==> src/verilog/pm_pkg.sv <==
// Shared constants and types for the power-management control block.
// Assumes a 100 MHz core clock and host accesses decoded in system I/O space.
package pm_pkg;

   // Core clock and timer rate
   localparam int unsigned      CORE_PERIOD_NS = 10;
   localparam longint unsigned  CORE_CLK_HZ    = 64'd1000000000 / CORE_PERIOD_NS;
   localparam longint unsigned  TIMER_TICK_HZ  = 64'd3579545;
   localparam int unsigned      NCO_W          = 32;
   // Phase step per core cycle; fraction of 2^32 per tick
   localparam logic [31:0]      NCO_STEP       =
      32'((TIMER_TICK_HZ << NCO_W) / CORE_CLK_HZ);

   // Control register layout
   localparam int unsigned      CTL_W          = 16;
   localparam int unsigned      ROUTE_BIT      = 0;
   localparam int unsigned      BMWAKE_BIT     = 1;
   localparam int unsigned      LOCKREL_BIT    = 2;
   localparam int unsigned      STYPE_LSB      = 10;
   localparam int unsigned      STYPE_W        = 3;
   localparam int unsigned      STRIG_BIT      = 13;
   localparam logic [15:0]      CTL_RESET      = 16'h0000;
   // Bits the host may change by writing
   localparam logic [15:0]      CTL_WR_MASK    = 16'h1C02;
   // Bits that read back their state
   localparam logic [15:0]      CTL_RD_MASK    = 16'h1C03;
   localparam logic [15:0]      CTL_ALL_IMPL   = 16'h3C07;

   // Default I/O placement, word aligned
   localparam logic [15:0]      CTL_BASE_DEF   = 16'h0404;
   localparam logic [15:0]      TMR_BASE_DEF   = 16'h0408;
   localparam logic [3:0]       BE_DWORD       = 4'hF;
   localparam logic [31:0]      TMR_RESET      = 32'h0000_0000;

   // One host access in system I/O space
   typedef struct packed {
      logic        rd;
      logic        wr;
      logic [15:0] addr;
      logic [3:0]  be;
      logic [31:0] wdata;
   } io_req_s;

   // Sleep sequencing towards the platform power logic
   typedef enum logic [1:0] {
      SLP_IDLE = 2'b00,
      SLP_REQ  = 2'b01,
      SLP_DONE = 2'b11
   } sleep_state_e;

endpackage

==> src/verilog/pm_timer_counter.sv <==
// Free-running power-management timer with fractional tick generator.
// Assumes run is a level synchronous to core_clk.
`timescale 1ns/1ns
`default_nettype none
module pm_timer_counter #(
   parameter int unsigned WIDTH = 24
) (
   // Clock and reset
   input  wire logic             core_clk,
   input  wire logic             resetn,
   // Counting gate
   input  wire logic             run,
   // Count and carry
   output logic [WIDTH-1:0]      count,
   output logic                  msb_toggle
);

   logic [pm_pkg::NCO_W-1:0]     phase_r;
   logic [pm_pkg::NCO_W:0]       phase_sum;
   logic                         tick;
   logic [WIDTH-1:0]             count_nxt;

   assign phase_sum = {1'b0, phase_r} + {1'b0, pm_pkg::NCO_STEP};
   assign tick      = run & phase_sum[pm_pkg::NCO_W];
   // Wraps from all ones to zero by plain overflow
   assign count_nxt = count + WIDTH'(1);

   // Phase holds while stopped so a restart resumes mid-period
   always_ff @(posedge core_clk or negedge resetn) begin
      if (!resetn) begin
         phase_r <= '0;
      end else if (run) begin
         phase_r <= phase_sum[pm_pkg::NCO_W-1:0];
      end
   end

   always_ff @(posedge core_clk or negedge resetn) begin
      if (!resetn) begin
         count <= pm_pkg::TMR_RESET[WIDTH-1:0];
      end else if (tick) begin
         count <= count_nxt;
      end
   end

   // Top implemented bit changes on every tick that flips it
   always_ff @(posedge core_clk or negedge resetn) begin
      if (!resetn) begin
         msb_toggle <= 1'b0;
      end else begin
         msb_toggle <= tick & (count_nxt[WIDTH-1] ^ count[WIDTH-1]);
      end
   end

endmodule
`default_nettype wire

==> src/verilog/pm_control_and_timer.sv <==
// Power-management control register and timer, host side in system I/O.
// Assumes one host access per request pulse, synchronous to core_clk.
`timescale 1ns/1ns
`default_nettype none
module pm_control_and_timer #(
   parameter logic [15:0] CTL_BASE    = pm_pkg::CTL_BASE_DEF,
   parameter logic [15:0] TMR_BASE    = pm_pkg::TMR_BASE_DEF,
   parameter logic [15:0] IMPL_MASK   = pm_pkg::CTL_ALL_IMPL,
   parameter int unsigned TIMER_WIDTH = 24
) (
   // Clock and reset
   input  wire logic            core_clk,
   input  wire logic            resetn,
   // Host system I/O access
   input  wire pm_pkg::io_req_s io_req,
   output logic [31:0]          io_rdata,
   output logic                 io_rvalid,
   // System power state
   input  wire logic            system_working,
   input  wire logic            ref_clk_running,
   // Route control from hardware
   input  wire logic            route_set,
   input  wire logic            route_clear,
   // Power events and status companions
   input  wire logic            pm_event,
   input  wire logic            timer_carry_irq_enable,
   input  wire logic            timer_carry_clear,
   input  wire logic            firmware_event_enable,
   input  wire logic            firmware_flag_clear,
   // Interrupt events, one-cycle pulses
   output logic                 system_control_irq,
   output logic                 system_mgmt_irq,
   // Visible state
   output logic                 event_route_select,
   output logic                 busmaster_wake_enable,
   output logic                 timer_carry_flag,
   output logic                 firmware_event_flag,
   output logic                 timer_width_flag,
   // Processor idle control
   input  wire logic            bm_request,
   input  wire logic            cpu_deep_idle,
   output logic                 cpu_wake,
   // Sleep entry handshake
   output logic                 sleep_req,
   output logic [2:0]           sleep_type,
   input  wire logic            sleep_ack
);

   // Elaboration checks
   // Software expects 24 or 32; narrower builds only shorten the carry
   if (TIMER_WIDTH < 8 || TIMER_WIDTH > 32) begin : g_bad_width
      $error("TIMER_WIDTH must lie between 8 and 32");
   end
   if (CTL_BASE[1:0] != 2'b00 || TMR_BASE[1:0] != 2'b00) begin : g_bad_base
      $error("register bases must be 32-bit aligned");
   end
   if (CTL_BASE[15:2] == TMR_BASE[15:2]) begin : g_bad_overlap
      $error("control and timer must not share a word");
   end

   // Merge enabled byte lanes of a write into the held value
   function automatic logic [15:0] lane_merge(
      input logic [15:0] old_v,
      input logic [15:0] new_v,
      input logic [1:0]  be
   );
      logic [15:0] res;
      res = old_v;
      if (be[0]) begin
         res[7:0] = new_v[7:0];
      end
      if (be[1]) begin
         res[15:8] = new_v[15:8];
      end
      return res;
   endfunction

   // Word-granular address match
   function automatic logic word_hit(
      input logic [15:0] addr,
      input logic [15:0] base
   );
      return addr[15:2] == base[15:2];
   endfunction

   localparam logic [15:0] WR_MASK = pm_pkg::CTL_WR_MASK & IMPL_MASK;
   localparam logic [15:0] RD_MASK = pm_pkg::CTL_RD_MASK & IMPL_MASK;

   logic                    ctl_hit;
   logic                    tmr_hit;
   logic                    ctl_wr;
   logic                    ctl_rd;
   logic                    tmr_rd;
   logic [15:0]             wr_lanes;
   logic [15:0]             ctl_view;
   logic [15:0]             ctl_merged;
   logic                    lock_rel_wr;
   logic                    sleep_trig_wr;
   logic                    bmwake_r;
   logic [2:0]              stype_r;
   logic                    route_r;
   logic [TIMER_WIDTH-1:0]  tmr_count;
   logic                    tmr_toggle;
   logic                    tmr_run;
   logic [31:0]             tmr_word;
   logic                    pm_evt;
   logic                    fw_evt;
   pm_pkg::sleep_state_e    slp_state_r;
   pm_pkg::sleep_state_e    slp_state_nxt;

   // Decode
   assign ctl_hit  = word_hit(io_req.addr, CTL_BASE);
   assign tmr_hit  = word_hit(io_req.addr, TMR_BASE);
   assign ctl_wr   = io_req.wr & ctl_hit;
   assign ctl_rd   = io_req.rd & ctl_hit;
   // Timer answers only a full dword read
   assign tmr_rd   = io_req.rd & tmr_hit
                     & (io_req.be == pm_pkg::BE_DWORD);

   // Lane mask of the current write, limited to the low word
   assign wr_lanes = {{8{io_req.be[1]}}, {8{io_req.be[0]}}};

   // Held state as it sits in the register
   always_comb begin
      ctl_view = pm_pkg::CTL_RESET;
      ctl_view[pm_pkg::ROUTE_BIT]  = route_r;
      ctl_view[pm_pkg::BMWAKE_BIT] = bmwake_r;
      ctl_view[pm_pkg::STYPE_LSB +: pm_pkg::STYPE_W] = stype_r;
   end

   assign ctl_merged = lane_merge(ctl_view, io_req.wdata[15:0],
                                  io_req.be[1:0]);

   // Strobe bits act only in lanes written and in implemented positions
   assign lock_rel_wr   = ctl_wr & wr_lanes[pm_pkg::LOCKREL_BIT]
                          & io_req.wdata[pm_pkg::LOCKREL_BIT]
                          & IMPL_MASK[pm_pkg::LOCKREL_BIT];
   assign sleep_trig_wr = ctl_wr & wr_lanes[pm_pkg::STRIG_BIT]
                          & io_req.wdata[pm_pkg::STRIG_BIT]
                          & IMPL_MASK[pm_pkg::STRIG_BIT];

   // Writable fields
   always_ff @(posedge core_clk or negedge resetn) begin
      if (!resetn) begin
         bmwake_r <= pm_pkg::CTL_RESET[pm_pkg::BMWAKE_BIT];
      end else if (ctl_wr & WR_MASK[pm_pkg::BMWAKE_BIT]) begin
         bmwake_r <= ctl_merged[pm_pkg::BMWAKE_BIT];
      end
   end

   always_ff @(posedge core_clk or negedge resetn) begin
      if (!resetn) begin
         stype_r <= pm_pkg::CTL_RESET[pm_pkg::STYPE_LSB +: 3];
      end else if (ctl_wr & WR_MASK[pm_pkg::STYPE_LSB]) begin
         stype_r <= ctl_merged[pm_pkg::STYPE_LSB +: pm_pkg::STYPE_W];
      end
   end

   // Host writes never touch the route bit; clear wins only alone
   always_ff @(posedge core_clk or negedge resetn) begin
      if (!resetn) begin
         route_r <= pm_pkg::CTL_RESET[pm_pkg::ROUTE_BIT];
      end else if (IMPL_MASK[pm_pkg::ROUTE_BIT]) begin
         if (route_set) begin
            route_r <= 1'b1;
         end else if (route_clear) begin
            route_r <= 1'b0;
         end
      end
   end

   // Timer
   assign tmr_run = system_working & ref_clk_running;

   pm_timer_counter #(
      .WIDTH      (TIMER_WIDTH)
   ) u_timer (
      .core_clk   (core_clk),
      .resetn     (resetn),
      .run        (tmr_run),
      .count      (tmr_count),
      .msb_toggle (tmr_toggle)
   );

   // Upper byte is zero on a 24-bit build
   assign tmr_word = 32'(tmr_count);

   // Read answer, one cycle after any read; unmapped reads give zero
   always_ff @(posedge core_clk or negedge resetn) begin
      if (!resetn) begin
         io_rdata <= 32'h0000_0000;
      end else if (ctl_rd) begin
         // Strobes, reserved and top bits always zero
         io_rdata <= {16'h0000, ctl_view & RD_MASK & wr_lanes};
      end else if (tmr_rd) begin
         // Same-cycle sample keeps all bytes coherent
         io_rdata <= tmr_word;
      end else if (io_req.rd) begin
         io_rdata <= 32'h0000_0000;
      end
   end

   always_ff @(posedge core_clk or negedge resetn) begin
      if (!resetn) begin
         io_rvalid <= 1'b0;
      end else begin
         io_rvalid <= io_req.rd;
      end
   end

   // Carry flag; a toggle in the clearing cycle is kept
   always_ff @(posedge core_clk or negedge resetn) begin
      if (!resetn) begin
         timer_carry_flag <= 1'b0;
      end else if (tmr_toggle) begin
         timer_carry_flag <= 1'b1;
      end else if (timer_carry_clear) begin
         timer_carry_flag <= 1'b0;
      end
   end

   // Firmware flag records every lock release, set beats clear
   always_ff @(posedge core_clk or negedge resetn) begin
      if (!resetn) begin
         firmware_event_flag <= 1'b0;
      end else if (lock_rel_wr) begin
         firmware_event_flag <= 1'b1;
      end else if (firmware_flag_clear) begin
         firmware_event_flag <= 1'b0;
      end
   end

   // Event sources
   assign pm_evt = pm_event
                   | (tmr_toggle & timer_carry_irq_enable);
   assign fw_evt = lock_rel_wr & firmware_event_enable;

   // Steering; lock release always goes to firmware
   always_ff @(posedge core_clk or negedge resetn) begin
      if (!resetn) begin
         system_control_irq <= 1'b0;
         system_mgmt_irq    <= 1'b0;
      end else begin
         system_control_irq <= pm_evt & route_r;
         system_mgmt_irq    <= (pm_evt & ~route_r) | fw_evt;
      end
   end

   // Bus-master wake of deep-idle processors
   always_ff @(posedge core_clk or negedge resetn) begin
      if (!resetn) begin
         cpu_wake <= 1'b0;
      end else begin
         cpu_wake <= bm_request & bmwake_r & cpu_deep_idle;
      end
   end

   // Sleep sequencer: request holds until acknowledged, then drops
   always_comb begin
      slp_state_nxt = slp_state_r;
      case (slp_state_r)
         pm_pkg::SLP_IDLE: begin
            if (sleep_trig_wr) begin
               slp_state_nxt = pm_pkg::SLP_REQ;
            end
         end
         pm_pkg::SLP_REQ: begin
            if (sleep_ack) begin
               slp_state_nxt = pm_pkg::SLP_DONE;
            end
         end
         pm_pkg::SLP_DONE: begin
            if (!sleep_ack) begin
               slp_state_nxt = pm_pkg::SLP_IDLE;
            end
         end
         default: begin
            slp_state_nxt = pm_pkg::SLP_IDLE;
         end
      endcase
   end

   always_ff @(posedge core_clk or negedge resetn) begin
      if (!resetn) begin
         slp_state_r <= pm_pkg::SLP_IDLE;
      end else begin
         slp_state_r <= slp_state_nxt;
      end
   end

   always_ff @(posedge core_clk or negedge resetn) begin
      if (!resetn) begin
         sleep_req <= 1'b0;
      end else begin
         sleep_req <= (slp_state_nxt == pm_pkg::SLP_REQ);
      end
   end

   // Type latched with the trigger, taking the same write's field
   always_ff @(posedge core_clk or negedge resetn) begin
      if (!resetn) begin
         sleep_type <= 3'h0;
      end else if (sleep_trig_wr && slp_state_r == pm_pkg::SLP_IDLE) begin
         sleep_type <= WR_MASK[pm_pkg::STYPE_LSB]
                       ? ctl_merged[pm_pkg::STYPE_LSB +: pm_pkg::STYPE_W]
                       : stype_r;
      end
   end

   // Mirrors for the surrounding power logic
   always_ff @(posedge core_clk or negedge resetn) begin
      if (!resetn) begin
         event_route_select    <= 1'b0;
         busmaster_wake_enable <= 1'b0;
         timer_width_flag      <= 1'b0;
      end else begin
         event_route_select    <= route_r;
         busmaster_wake_enable <= bmwake_r;
         timer_width_flag      <= (TIMER_WIDTH == 32);
      end
   end

endmodule
`default_nettype wire

==> config.mk <==
export PLATFORM = sky130hd
export DESIGN_NAME = pm_control_and_timer
export DESIGN_NICKNAME = d
export VERILOG_FILES = /design/src/verilog/pm_pkg.sv /design/src/verilog/pm_timer_counter.sv /design/src/verilog/pm_control_and_timer.sv
export SDC_FILE = /design/constraint.sdc
export NUM_CORES = 1
export LEC_CHECK = 0
export BUFFER_PORTS_ARGS = -buffer_cell sky130_fd_sc_hd__buf_2
export CAP_MARGIN = 20
export CORE_UTILIZATION = 31
export DETAILED_ROUTE_END_ITERATION = 6
export GPL_TIMING_DRIVEN = 0
export PLACE_DENSITY = 0.56
export SLEW_MARGIN = 10
export SYNTH_ARGS = -nofsm -noshare
export SYNTH_HDL_FRONTEND = slang
export SYNTH_SLANG_ARGS = --single-unit
==> constraint.sdc <==
create_clock -name core_clk -period 2.3 [get_ports core_clk]
set_input_delay 0.115 -clock core_clk [delete_from_list [all_inputs] [get_ports core_clk]]
set_output_delay 0.115 -clock core_clk [all_outputs]
set_load 0.01 [all_outputs]
==> impl_metrics.env <==
export IMPL_start_util_pct=32.22
export IMPL_routed_wl_mm=9.634
export IMPL_antenna_found_initial=0
export IMPL_met2_usage_pct=23.46
export IMPL_cp_start_kind="flop"
export IMPL_arrival_ns=2.45
export IMPL_htreeDepth=3
export IMPL_synth_ff_type="dfrtp_1"
export IMPL_syn_avg_cell_area_um2=10.74
export IMPL_cts_made_buffers=9
export IMPL_wl_per_cell_um=13.53
export IMPL_worstSetupPathType="flop to flop"
export IMPL_final_setup_tns_ns=0
export IMPL_dp_cells=686
export IMPL_vias_per_cell=4.685
export IMPL_use_met3_pct=3.044
export IMPL_ys_types=55
export IMPL_core_um2=14100
export IMPL_cts_tree="built"
export IMPL_die_h_um=123.0
export IMPL_syn_inst=423
export IMPL_grt_overflow=0
export IMPL_drive_gt1_share_pct=24.06
export IMPL_synth_seq_cells=100
export IMPL_hold_viol=0
export IMPL_instances_no_fill=712
export IMPL_track_usage_pct=13.60
export IMPL_fmax_ghz=0.4512
export IMPL_ir_drop_mv=0.3924
export IMPL_min_period_ns=2.217
export IMPL_clk_pin_slew_ns=0.07
export IMPL_p_leak_nw=2.662
export IMPL_grt_pass1_wl_mm=15.91
export IMPL_core_rowCount=43
export IMPL_drt_iter0_markers=118
export IMPL_cap_violations=0
export IMPL_fin_crit_sh_pct=96.37
export IMPL_place_congestion=0.7604
export IMPL_diodes=0
export IMPL_finalSetupViolCount=0
export IMPL_status="completed"
export IMPL_finalClockSkew_ns=0.008127
export IMPL_slew_viol_final=0
export IMPL_cts_sinks=100
export IMPL_worst_slew_pin_slew_ns=0.7355
export IMPL_grt_pass1_vias=3385
export IMPL_drc=0
export IMPL_clock_latency_ns=0.34
export IMPL_num_io_pins=113
export IMPL_critPathRequiredTime_ns=2.53
export IMPL_hold_ws_ns=0.01161
export IMPL_async_flop_share_pct=100.0
export IMPL_drt_pre_antenna_iters=4
export IMPL_globalRouteMet1Util_pct=16.55
export IMPL_power_density_nw_per_um2=863.0
export IMPL_die_area_um2=15140
export IMPL_slew_headroom_pct=50.97
export IMPL_cp_end_kind="flop"
export IMPL_hold_path_class="primary input to flop"
export IMPL_busiest_layer="met2"
export IMPL_area_delta_synth_final_pct=23.91
export IMPL_die_width_um=123.0
export IMPL_rsz0062_at_grt="yes"
export IMPL_synthesis_area_um2=4542
export IMPL_crit_fanout=5
export IMPL_ctsRootBufferMaster="clkbuf_16"
export IMPL_synth_seq_area_share_pct=55.10
export IMPL_final_nets=599
export IMPL_clockBufferDepth=2
export IMPL_synth_edff_count=0
export IMPL_design_area_um2=5628
export IMPL_final_util_pct=39.93
export IMPL_hpwl_mm=6.787
export IMPL_detail_route_antenna_nets=0
export IMPL_dr_total_vias=3336
export IMPL_grt_max_degree=58
export IMPL_synth_warnings=0
export IMPL_portBuffers=74
export IMPL_placed_area_um2=5190
## metal layers
layer  routed length, um  vias to the layer above  part of all wire [%]
met4                  89                        0                  0.92
met1                4466                     1620                    46
met5                   0                        -                     0
met2                4635                       68                    48
met3                 443                        9                   4.6
li1                    -                     1639                     -
## state kept, by name, summed over array words and instances (netlist names), 2 cells and up
signal           cells
slp_state_r          2
u_timer.count       24
sleep_type           3
u_timer.phase_r     32
io_rdata            24
stype_r              3
## through the flow
step	power [W]	worst slack, ns
final	0.004857	0.08346
after global routing	0.005156	-0.03354
after CTS	0.004875	0.02144
after detailed placement	0.003351	-0.02999
after global placement	0.003311	-0.03478
after floorplan	0.003070	0.1119
## worst paths after layout
kind,from,end,slack (ns),cells after the start
worst max-delay path,u_timer.phase_r[7]$_DFFE_PN0P_,u_timer.count[1]$_DFFE_PN0P_,0.08,6
worst min-delay path,bm_request,cpu_wake$_DFF_PN0_,0.01,2
worst max register to register,u_timer.phase_r[7]$_DFFE_PN0P_,u_timer.count[1]$_DFFE_PN0P_,0.08,6
max in group asynchronous,resetn,u_timer.phase_r[23]$_DFFE_PN0P_,1.22,3
worst min register to register,bmwake_r$_DFFE_PN0N_,busmaster_wake_enable$_DFF_PN0_,0.45,0
min in group asynchronous,resetn,io_rdata[21]$_DFFE_PN0P_,0.37,2
## cells by family (layout without fill, tap and decap cells)
kind of cell / count (synthesis) / count (layout) / share of synthesized area [%]
other: 1 / 9 / 0.08257
adder cells (fa/ha/maj): 2 / 2 / 0.5509
AND/OR/NAND/NOR: 137 / 137 / 16.61
AO/OA/AOI/OAI: 70 / 70 / 10.25
buffers and inverters: 51 / 152 / 5.014
multiplexers: 8 / 8 / 1.983
flip-flops: 100 / 100 / 55.10
XOR/XNOR: 54 / 54 / 10.41
## worst max-delay path, cell delays in order (launching register included)
cell	delay [ns]
dfrtp_1	0.40
or4_4	0.60
o31ai_4	0.30
a21o_2	0.23
a21oi_4	0.07
o21a_1	0.21
mux2_4	0.30
## Yosys cell counts, types with 3 or more instances
library cell,number,area share [%]
o21ai_0,26,2.9
and2_1,4,0.55
dfrtp_1,100,55
inv_1,26,2.1
and3_1,13,1.8
a22oi_1,5,0.83
o21ai_1,3,0.33
o211ai_1,4,0.66
nor2_1,14,1.2
xor2_1,24,4.6
nand4_1,14,1.9
a21oi_1,14,1.5
and4_1,3,0.58
nor4_1,6,0.83
nand3_1,7,0.77
or3_1,3,0.41
mux2_2,4,0.99
buf_4,9,1.5
nand2_1,42,3.5
clkbuf_1,14,1.2
nor3_1,11,1.2
nor2b_1,3,0.41
mux2i_1,3,0.66
xnor2_1,30,5.8
## placed cells by master, fill, tap and decap left out, types with 13 or more instances in the layout
master	n
dfrtp_1	100
buf_2	75
nand2_1	42
xnor2_1	30
inv_1	26
o21ai_0	26
xor2_1	24
buf_4	18
nand4_1	14
a21oi_1	14
nor2_1	14
and3_1	13
## area by class of cell
type                       instances  area [um2]
clock inverter                     5       53.80
inverter                          26       97.59
buffer                            22       118.9
clock buffer                       9       225.2
timing repair buffer              90       523.0
tap                              180       225.2
sequential                       100        2502
multi-input combinational        280        1882
fill                            1385        8468
## where the power goes
| part | switching, W | total (W) | internal, W |
|---|---|---|---|
| clock network | 0.000639 | 0.00147 | 0.000829 |
| registers | 0.000322 | 0.00238 | 0.00206 |
| logic | 0.000530 | 0.00100 | 0.000475 |
## what timing repair did
| item | in CTS | in global routing |
|---|---|---|
| resized for setup | 1 | 4 |
| setup buffers | 1 | 7 |
| endpoints found under the hold margin | 61 | 0 |
| setup endpoints to repair | 8 | 15 |
| hold buffers | 7 | 0 |
| pin swaps | 1 | 5 |
Power figures use the tool's default switching activity.
